$ cat config.mk
export PLATFORM = sky130hd
export DESIGN_NAME = ict_cycle_timing
export DESIGN_NICKNAME = d
export VERILOG_FILES = /design/src/ict_pkg.sv /design/src/ict_bit_tick.sv /design/src/ict_cycle_timing.sv
export SDC_FILE = /design/constraint.sdc
export NUM_CORES = 1
export LEC_CHECK = 0
export ABC_CLOCK_PERIOD_IN_PS = 4550
export CAP_MARGIN = 40
export CELL_PAD_IN_SITES_DETAIL_PLACEMENT = 2
export CELL_PAD_IN_SITES_GLOBAL_PLACEMENT = 2
export CORE_MARGIN = 2
export CORE_UTILIZATION = 30
export DETAILED_ROUTE_END_ITERATION = 10
export DONT_BUFFER_PORTS = 1
export GPL_TIMING_DRIVEN = 0
export PLACE_DENSITY = 0.68
export SLEW_MARGIN = 20
export SYNTH_ARGS = -nofsm -noshare
export SYNTH_HDL_FRONTEND = slang
export SYNTH_SLANG_ARGS = --single-unit
$ cat constraint.sdc
create_clock -name clk -period 4.55 [get_ports clk]
set_input_delay 0.6825 -clock clk [delete_from_list [all_inputs] [get_ports clk]]
set_output_delay 0.6825 -clock clk [all_outputs]
set_load 0.01 [all_outputs]
$ cat src/ict_pkg.sv
// Package for isochronous cycle timing: widths, defaults, carrier structs
package ict_pkg;
	// Bit period is 1/12 us at 12 MBaud; time counted in bit ticks
	localparam int unsigned IO_BASE_BITS = 1500;
	localparam int unsigned DP_BASE_BITS = 3000;
	localparam int unsigned ACCEPT_DEFAULT = 4;
	localparam int unsigned CAPTURE_DEFAULT = 2;
	localparam int unsigned EXCHANGE_DEFAULT = 3600;
	localparam int unsigned CYCLE_DEFAULT = 4;
	localparam int unsigned MIN_GAP_SERVO = 1;
	localparam int unsigned VECTOR_UNIT_US = 1000;
	localparam int unsigned BITS_PER_US = 12;
	localparam int unsigned VECTOR_UNIT_BITS = VECTOR_UNIT_US * BITS_PER_US;
	localparam int unsigned WINDOW_DEFAULT = 0;
	localparam int unsigned DEAD_DEFAULT = 0;
	localparam int unsigned CLK_MHZ = 100;
	// Clock cycles per bit tick, rounded down, at least one
	localparam int unsigned BIT_CLKS = (CLK_MHZ / BITS_PER_US) > 0 ? (CLK_MHZ / BITS_PER_US) : 1;
	localparam int unsigned TW = 24;
	localparam int unsigned MW = 8;

	// Configuration carried as one bundle
	typedef struct packed {
		logic vector_mode;
		logic [MW-1:0] bus_cycle_time;
		logic [MW-1:0] setpoint_accept_time;
		logic [MW-1:0] actual_value_capture_time;
		logic [TW-1:0] exchange_duration;
		logic [15:0] sync_window_halfwidth;
		logic [15:0] sync_dead_time;
	} ict_cfg_t;

	// Status bundle
	typedef struct packed {
		logic locked;
		logic cfg_error;
		logic window_miss;
		logic [TW-1:0] cycle_jitter;
	} ict_stat_t;
endpackage : ict_pkg

$ cat src/ict_bit_tick.sv
// Bit-period tick generator from the system clock
`timescale 1ns/1ps
module ict_bit_tick
	import ict_pkg::*;
#(
	parameter int unsigned DIV = ict_pkg::BIT_CLKS
)
(
	input wire logic clk,
	input wire logic rst_b,
	input wire logic restart,
	output logic tick
);
	logic [7:0] cnt_reg;

	// Free divider, realigned on sync so the bit grid follows the master
	always_ff @(posedge clk or negedge rst_b)
	begin
		if (!rst_b)
		begin
			cnt_reg <= 8'h00;
			tick <= 1'b0;
		end
		else if (restart)
		begin
			cnt_reg <= 8'h00;
			tick <= 1'b0;
		end
		else if (cnt_reg == 8'(DIV - 1))
		begin
			cnt_reg <= 8'h00;
			tick <= 1'b1;
		end
		else
		begin
			cnt_reg <= cnt_reg + 8'h01;
			tick <= 1'b0;
		end
	end
endmodule : ict_bit_tick

$ cat src/ict_cycle_timing.sv
// Isochronous cycle timing for a fieldbus slave drive
`timescale 1ns/1ps
// Overview of operation
// - Hand setpoints to control at acceptance instant
// - Acceptance instant is integer IO-base multiple outside vector mode
// - Acceptance zero means full cycle time
// - Acceptance between exchange plus gap and cycle
// - Vector mode unit is speed-loop period
// - Sync accepted only inside half-width window once aligned; any sync while free-running
// - Dead time delays cycle alignment
// - Broadcast marks each cycle; jitter is lateness
// - Capture actual value before each cycle start
module ict_cycle_timing
	import ict_pkg::*;
#(
	parameter int unsigned IO_BASE = ict_pkg::IO_BASE_BITS,
	parameter int unsigned DP_BASE = ict_pkg::DP_BASE_BITS,
	parameter int unsigned VEC_UNIT = ict_pkg::VECTOR_UNIT_BITS,
	parameter int unsigned DIV = ict_pkg::BIT_CLKS
)
(
	input wire logic clk,
	input wire logic rst_b,
	input wire ict_pkg::ict_cfg_t cfg,
	input wire logic global_control_broadcast,
	input wire logic [31:0] setpoint_in,
	input wire logic [31:0] position_in,
	output ict_pkg::ict_stat_t status,
	output logic [31:0] setpoint_out,
	output logic setpoint_strobe,
	output logic [31:0] position_out,
	output logic capture_strobe,
	output logic cycle_start
);
	import ict_pkg::*;

	typedef enum logic [1:0] {ST_FREE, ST_DEAD, ST_RUN} ict_state_t;

	ict_state_t state_reg;
	logic tick;
	logic [TW-1:0] bit_cnt_reg;
	logic [TW-1:0] dead_cnt_reg;
	logic [TW-1:0] cycle_bits;
	logic [TW-1:0] accept_bits;
	logic [TW-1:0] capture_bits;
	logic [TW-1:0] capture_at;
	logic [TW-1:0] min_accept_bits;
	logic [TW-1:0] unit_bits;
	logic [TW-1:0] win;
	logic in_window;
	logic gc_accept;
	logic restart;
	logic [31:0] setpoint_hold_reg;

	// Multiplies a count of units into bit periods, saturating
	function automatic logic [TW-1:0] to_bits(input logic [MW-1:0] n, input logic [TW-1:0] u);
		logic [TW+MW-1:0] p;
		p = (TW+MW)'(n) * (TW+MW)'(u);
		to_bits = (p > (TW+MW)'({TW{1'b1}})) ? {TW{1'b1}} : p[TW-1:0];
	endfunction : to_bits

	// Vector mode steps in speed-loop periods instead of IO base
	assign unit_bits = cfg.vector_mode ? TW'(VEC_UNIT) : TW'(IO_BASE);
	assign cycle_bits = to_bits(cfg.bus_cycle_time, TW'(DP_BASE));
	// Zero acceptance setting folds onto the cycle boundary
	assign accept_bits = (cfg.setpoint_accept_time == '0) ? cycle_bits
		: to_bits(cfg.setpoint_accept_time, unit_bits);
	assign capture_bits = (cfg.actual_value_capture_time == '0) ? cycle_bits
		: to_bits(cfg.actual_value_capture_time, TW'(IO_BASE));
	// Strobe registers one count later, so aim one count early; full cycle means the boundary
	assign capture_at = (capture_bits >= cycle_bits) ? cycle_bits - TW'(1)
		: cycle_bits - capture_bits - TW'(1);
	assign min_accept_bits = cfg.exchange_duration + to_bits(MW'(MIN_GAP_SERVO), unit_bits);
	assign win = TW'(cfg.sync_window_halfwidth);

	// Window around the expected cycle boundary; free-running accepts any
	assign in_window = (state_reg == ST_FREE)
		|| (bit_cnt_reg <= win)
		|| (bit_cnt_reg + win >= cycle_bits - TW'(1));
	assign gc_accept = global_control_broadcast && in_window;
	assign restart = (state_reg == ST_DEAD) && tick && (dead_cnt_reg == '0);

	ict_bit_tick #(
		.DIV(DIV)
	) u_tick (
		.clk(clk),
		.rst_b(rst_b),
		.restart(gc_accept),
		.tick(tick)
	);

	// Alignment state: a good broadcast waits out the dead time, then runs
	always_ff @(posedge clk or negedge rst_b)
	begin
		if (!rst_b)
		begin
			state_reg <= ST_FREE;
			dead_cnt_reg <= '0;
		end
		else if (gc_accept)
		begin
			state_reg <= ST_DEAD;
			dead_cnt_reg <= TW'(cfg.sync_dead_time);
		end
		else
		begin
			unique case (state_reg)
				ST_FREE: state_reg <= ST_FREE;
				ST_DEAD:
				begin
					if (tick)
					begin
						if (dead_cnt_reg == '0)
							state_reg <= ST_RUN;
						else
							dead_cnt_reg <= dead_cnt_reg - TW'(1);
					end
				end
				ST_RUN: state_reg <= ST_RUN;
			endcase
		end
	end

	// Local cycle counter in bit periods, restarted by the aligned sync
	always_ff @(posedge clk or negedge rst_b)
	begin
		if (!rst_b)
			bit_cnt_reg <= '0;
		else if (restart)
			bit_cnt_reg <= '0;
		else if (tick && state_reg == ST_RUN)
		begin
			if (bit_cnt_reg >= cycle_bits - TW'(1))
				bit_cnt_reg <= '0; // Flywheel when a broadcast is missed
			else
				bit_cnt_reg <= bit_cnt_reg + TW'(1);
		end
	end

	// Strobes derived from the counter, one clock each
	always_ff @(posedge clk or negedge rst_b)
	begin
		if (!rst_b)
		begin
			cycle_start <= 1'b0;
			setpoint_strobe <= 1'b0;
			capture_strobe <= 1'b0;
		end
		else
		begin
			cycle_start <= restart || (tick && state_reg == ST_RUN
				&& bit_cnt_reg >= cycle_bits - TW'(1));
			setpoint_strobe <= tick && state_reg == ST_RUN
				&& bit_cnt_reg == accept_bits - TW'(1);
			// Capture sits capture_bits before the next cycle start
			capture_strobe <= tick && state_reg == ST_RUN
				&& bit_cnt_reg == capture_at;
		end
	end

	// Latest received setpoint held, then released at the acceptance instant
	always_ff @(posedge clk or negedge rst_b)
	begin
		if (!rst_b)
		begin
			setpoint_hold_reg <= 32'h00000000;
			setpoint_out <= 32'h00000000;
		end
		else
		begin
			setpoint_hold_reg <= setpoint_in;
			if (tick && state_reg == ST_RUN && bit_cnt_reg == accept_bits - TW'(1))
				setpoint_out <= setpoint_hold_reg;
		end
	end

	// Position value latched at the capture instant
	always_ff @(posedge clk or negedge rst_b)
	begin
		if (!rst_b)
			position_out <= 32'h00000000;
		else if (tick && state_reg == ST_RUN && bit_cnt_reg == capture_at)
			position_out <= position_in;
	end

	// Status: lock, misconfiguration, rejected broadcasts and jitter
	always_ff @(posedge clk or negedge rst_b)
	begin
		if (!rst_b)
			status <= '0;
		else
		begin
			status.locked <= (state_reg == ST_RUN);
			// Acceptance must lie after exchange plus gap, not past cycle
			status.cfg_error <= (accept_bits < min_accept_bits)
				|| (accept_bits > cycle_bits)
				|| (cfg.exchange_duration >= cycle_bits);
			if (global_control_broadcast && !in_window)
				status.window_miss <= 1'b1;
			else if (gc_accept)
				status.window_miss <= 1'b0;
			// Lateness measured at each accepted broadcast while running; an early one records zero
			if (gc_accept && state_reg == ST_RUN)
				status.cycle_jitter <= (bit_cnt_reg <= win) ? bit_cnt_reg : '0;
		end
	end
endmodule : ict_cycle_timing

* Word-level counts from Yosys, hierarchy flattened
Cells that the tools add are included.
Operators by class: multiplexer cells 24, $lt $le $gt $ge 9, multiply operators 3, eq/ne operators 8, shifts and indexed selects 0, reduce and logical (&&, ||, !) cells 25, div/mod/pow operators 0, bitwise gates (word level) 0, add/subtract/negate cells 9
Operator list (count):
- 2-to-1 mux 24 bit | 12
- equality test 24 bit | 2
- greater-or-equal comparator 24 bit | 2
- subtractor 24 x 1 -> 24 bit, second input constant | 2
- multiplier 8 x 9 -> 17 bit, second input constant | 2
- adder 24 x 1 -> 24 bit, second input constant | 1
- adder 24 x 16 -> 24 bit | 1
- adder 24 bit | 1
- greater-or-equal comparator 24 x 20 -> 1 bit | 1
- > comparator 14 x 24 -> 1 bit, second input constant | 1
- > comparator 22 x 24 -> 1 bit, second input constant | 1
- > comparator 24 x 20 -> 1 bit | 1
- less-or-equal comparator 24 x 16 -> 1 bit | 1
- logical NOT 24 bit | 1
- < comparator 24 bit | 1
- multiplier 8 x 14 -> 22 bit | 1
- subtractor 21 x 2 -> 22 bit, second input constant | 1
- subtractor 20 x 1 -> 21 bit, second input constant | 1
- subtractor 20 x 20 -> 21 bit | 1
- greater-or-equal comparator 20 bit | 1
- 2-to-1 mux 20 bit | 1
- logical NOT 8 bit | 2
- 2-to-1 mux 8 bit | 2
- 2-to-1 mux 14 bit | 1
- 16 further kinds | 37
Storage, ports and cells: memories 0, memory bits (writable) 0, output and inout bits 94, word-level logic and storage cells 93, latch bits 0, bits of input ports 148, memory bits (read-only) 0, register bits 185

* Longest topological paths before layout
depth after elaboration 8, mapped depth 37, mapped depth without buffers 34

* Cells and area by module
A second synthesis with hierarchy kept.
Second synthesis, totals: cells, all modules 2269, area total of the unflattened synthesis 20873.8 um^2
By module, submodules not included:
- ict_cycle_timing | instances 1, area each 20458.4 um^2, sequential area each 4404.2 um^2, cells each 2229
- ict_bit_tick | instances 1, area each 415.4 um^2, sequential area each 225.2 um^2, cells each 40

* Least setup slack after synthesis
OpenSTA, ideal clock, no wires.
path kind input-to-reg, start point input cfg[77] (netlist name), end point register position_out[10], buffers on the path 2, arrival time 7569 ps, setup slack -3144 ps, stages 28, library setup time 125 ps, data required time 4425 ps, cells stage by stage inv_1 fa_1 fa_1 fa_1 fa_1 inv_1 ha_1 a211oi_2 a2bb2oi_2 xnor2_2 inv_1 nand2_1 o21ai_0 ha_1 clkbuf_1 nand2_1 o21a_1 a2111o_1 a21o_1 nor3_4 mux2i_1 mux2i_1 a2111oi_1 a221oi_1 nor2_1 nand4_4 buf_6 mux2_4
On the way: word-level cells in the longest chain between the ends 7, elaborated cells between the ends (all ways) 9, those cells by class add/sub (3); mul (1); order compare (1); eq/ne (1); mux (2); reduce/logical (1)
Ends and longest elaborated chain:
- start: declaration | RTL line ict_cycle_timing.sv:24 | input wire ict_pkg::ict_cfg_t cfg,
- multiplier 8 x 9 -> 17 bit * | RTL line ict_cycle_timing.sv:58 | p = (TW+MW)'(n) * (TW+MW)'(u);
- 2-to-1 mux 20 bit | RTL line ict_cycle_timing.sv:68 | assign capture_bits = (cfg.actual_value_capture_time == '0) ? cycle_bits
- subtractor 20 x 20 -> 21 bit | RTL line ict_cycle_timing.sv:72 | : cycle_bits - capture_bits - TW'(1);
- subtractor 21 x 2 -> 22 bit | RTL line ict_cycle_timing.sv:72
- 2-to-1 mux 24 bit * | RTL line ict_cycle_timing.sv:71 | assign capture_at = (capture_bits >= cycle_bits) ? cycle_bits - TW'(1)
- equality test 24 bit * | RTL line ict_cycle_timing.sv:182 | else if (tick && state_reg == ST_RUN && bit_cnt_reg == capture_at)
- logical AND 1 bit * | RTL line ict_cycle_timing.sv:182
- end signal: assignment | RTL line ict_cycle_timing.sv:183 | position_out <= position_in;
- end: declaration | RTL line ict_cycle_timing.sv:31 | output logic [31:0] position_out,
Mark *: on every way between the ends. The rest lies on a longest branch, timed or not. A chain may end at the register's enable or synchronous reset.

* Worst setup path after layout
start point input cfg[58] (netlist name), end point register position_out[10]
On the way: word-level cells in the longest chain between the ends 7, elaborated cells between the ends (all ways) 9, those cells by class add/sub (2); mul (1); order compare (1); eq/ne (1); mux (2); reduce/logical (2)
Ends and longest elaborated chain (RTL line):
- multiplier 8 x 9 -> 17 bit or logical NOT 8 bit (tied branches) | ict_cycle_timing.sv:58, ict_cycle_timing.sv:68
- 2-to-1 mux 20 bit * | ict_cycle_timing.sv:68
- subtractor 20 x 20 -> 21 bit | ict_cycle_timing.sv:72
- subtractor 21 x 2 -> 22 bit | ict_cycle_timing.sv:72
- 2-to-1 mux 24 bit * | ict_cycle_timing.sv:71
- equality test 24 bit * | ict_cycle_timing.sv:182
- logical AND 1 bit * | ict_cycle_timing.sv:182
Marks and branches as above.

==> impl_results.md <==
* MaxCap Viol Count at 0
* Fmax at 132 MHz
* Worst slew pin tran at 0.974 ns
* DIE AREA at 71800 µm²
* Synth top cells by count: ha_1, inv_1, dfrtp_1, nand2_1, xnor2_1
* Starting Density at 0.304
* Drt drc at 0
* Setup TNS at -355.14 ns
* Status: finished with violations
* CTS tree: yes
* Ports at 242
* # port buffers at 0
* Min setup slack post-route at -3.03 ns
* P&R area growth vs syn at 22.0%
* CP max FO at 10
* First-pass GRT wire length at 116000 µm
* Final Cycle Share at 1.67
* Post-synthesis xor/xnor area fraction at 0.0812
* Dominant cells by area after synthesis: dfrtp_1, ha_1, fa_1, xnor2_1, inv_1
* H-Tree Depth at 4
* Clock skew at 0.0137 ns
* Vias at 17800
* Antenna violations before repair at 4
* WP buf/inv at 5
* Failing checks: negative hold slack, negative setup slack
* Vias in the first global route at 19700
* Worst path max stage delay at 0.60 ns
* Post-synthesis adder-cell area fraction at 0.271
* Crit path DAT at 7.91 ns
* Netlist cell types at 106
* Fillcell total at 7459
* Final hold viol count at 185
* Relative slew slack at 0.346
* RSZ-0062 raised after global routing: true
* Final max-slew violation count at 0
* Initial drt markers at 728
* CP Capture Type: flip-flop
* Fraction of registers with async set/reset at 1.00
* Post-DRT Antenna Nets at 0
* Skew-Pair Late Insertion Delay at 0.45 ns
* Number of synthesized register bits at 185
* EDFF count, synth at 0
* CTS max path bufs at 2
* Die width at 268 µm
* CP Launch Type: input port
* Post-Synthesis Cells at 2268
* Post-synthesis mux area share at 0.0610
* Top cell family by delay on the critical path: compound AO/OA/AOI/OAI gates
* Hpwl dp at 60600 µm
* Clock Pin Slew Worst Setup and Hold Paths at 0.07 ns
* Grt ovf at 0
* Yosys top cell by area: dfrtp_1
* Final net count at 2938
* Largest net degree at the start of global routing at 186
* Post-Route WL at 78200 µm
* Post-synthesis compound-gate area fraction at 0.150
* Crit path time final at 7.58 ns
* Syn_area_per_cell at 9.22 µm²
* Core area at 68800 µm²
* Post-Layout Cell Count at 3342
* Share of cells above drive strength 1 at 0.231
* Main synth FF type: dfrtp_1
* CTS Buf Count at 17
* Kind of critical path: input port to flip-flop
* WL/cell at 23.4 µm
* Largest family of logic cells by synthesized area: adder cells
* GPL Wtd Cong at 0.838
* 1st-pass router iterations at 5
* Yosys Warn Count at 0
* Hold_ws at -0.0626 ns
* Slowest cell on crit path: fa_1
* Clock Sink Count at 185
* Register area share after synthesis at 0.221
* CP required at 4.88 ns
* Mapped Area at 20900 µm²
* Final setup fails at 152
* Row cnt at 96
* Syn nets at 2809
* Worst Hold Class: input port to asynchronous set/reset pin
* Vias per cell at 5.31
* Root buf cell: clkbuf_16
* Top-count cell post-synth: ha_1
* Placed cells at 3203
* Core Util, Final at 0.371
* Die height at 268 µm
* GRT Util Overall at 0.207
* Yosys top cell area share at 0.221
* Simple-gate portion of the synthesized area at 0.152
cell families (layout without fill, tap and decap cells):
kind of cell / after synthesis / in the layout
AOI/OAI and AO/OA: 474 / 474
xor gates and xnor gates: 188 / 188
and+or+nand+nor: 602 / 602
DFF: 185 / 185
buffers and inverters: 332 / 474
adders and majority gates: 393 / 393
muxes: 94 / 94
other: 0 / 1
cell usage in the layout (no fill, tap or decap), types with 12 or more instances in the layout:
master and instances:
nor2_2 18, mux2_4 64, o21a_1 19, nand4_1 30, a21oi_2 28, buf_4 87, mux2_2 17, xnor2_1 108
o21ai_2 27, or3_1 27, buf_6 26, and3_1 26, nor2_1 93, nor3_1 42, o21ai_0 69, a31oi_1 30
inv_1 233, xnor2_2 15, nand2b_1 25, ha_1 265, clkbuf_16 21, dfrtp_1 185, o21bai_1 19, nor4_1 12
xor2_1 53, a21oi_1 88, o21ai_1 19, o211ai_1 12, nor2b_1 35, nand3_1 47, fa_1 96, nand2_1 122
ha_4 21, clkbuf_1 37, inv_2 14, a21o_1 47
layout make-up:
class,count,area (µm²),area share
Tap cell,931,1160,0.0457
Buffer,73,601,0.0236
Clock inverter,13,171,0.00672
Timing Repair Buffer,113,998,0.0392
Sequential cell,185,4630,0.182
Inverter,256,1000,0.0392
Multi-Input combinational cell,1751,16500,0.647
Antenna cell,1,2.50,0.0000981
Clock buffer,19,443,0.0174
per-stage QoR:
stage | area [µm²] | setup slack (ns)
floorplan | 21400 | -2.70
global placement | 22500 | -4.59
detailed placement | 22500 | -4.73
CTS | 24200 | -2.97
global route | 25500 | -3.30
finish | 25500 | -3.03
metal layers:
layer	GRT usage	vias up	wire, µm	share of wire
li1	-	8170	-	-
met1	0.253	9166	32700	0.42
met2	0.376	337	40600	0.52
met3	0.0322	87	3150	0.040
met4	0.0560	2	1700	0.022
met5	0	-	16	0.00020
timing repair:
action                                 in CTS  in global routing
endpoints found under the hold margin     185                185
pin swaps                                  54                101
buffers inserted                           53                 50
resized for setup                         134                236
setup endpoints to repair                 152                152
cloned                                      2                  4
worst paths after layout:
kind / from / end / slack [ns] / cells past startpoint
max: cfg[58] / position_out[10] / -3.03 / 35
min: rst_b / setpoint_hold_reg[8] / -0.06 / 0
max reg2reg: bit_cnt_reg[1] / dead_cnt_reg[5] / -0.92 / 26
min reg2reg: setpoint_hold_reg[28] / setpoint_out[28] / 0.48 / 1
max in group asynchronous: rst_b / u_tick.cnt_reg[4] / 4.39 / 0
min in group clk: setpoint_in[12] / setpoint_hold_reg[12] / 0.26 / 0
Power is not shown: default switching activity piles up to over one toggle a cycle in this logic, so the estimate is an artifact.
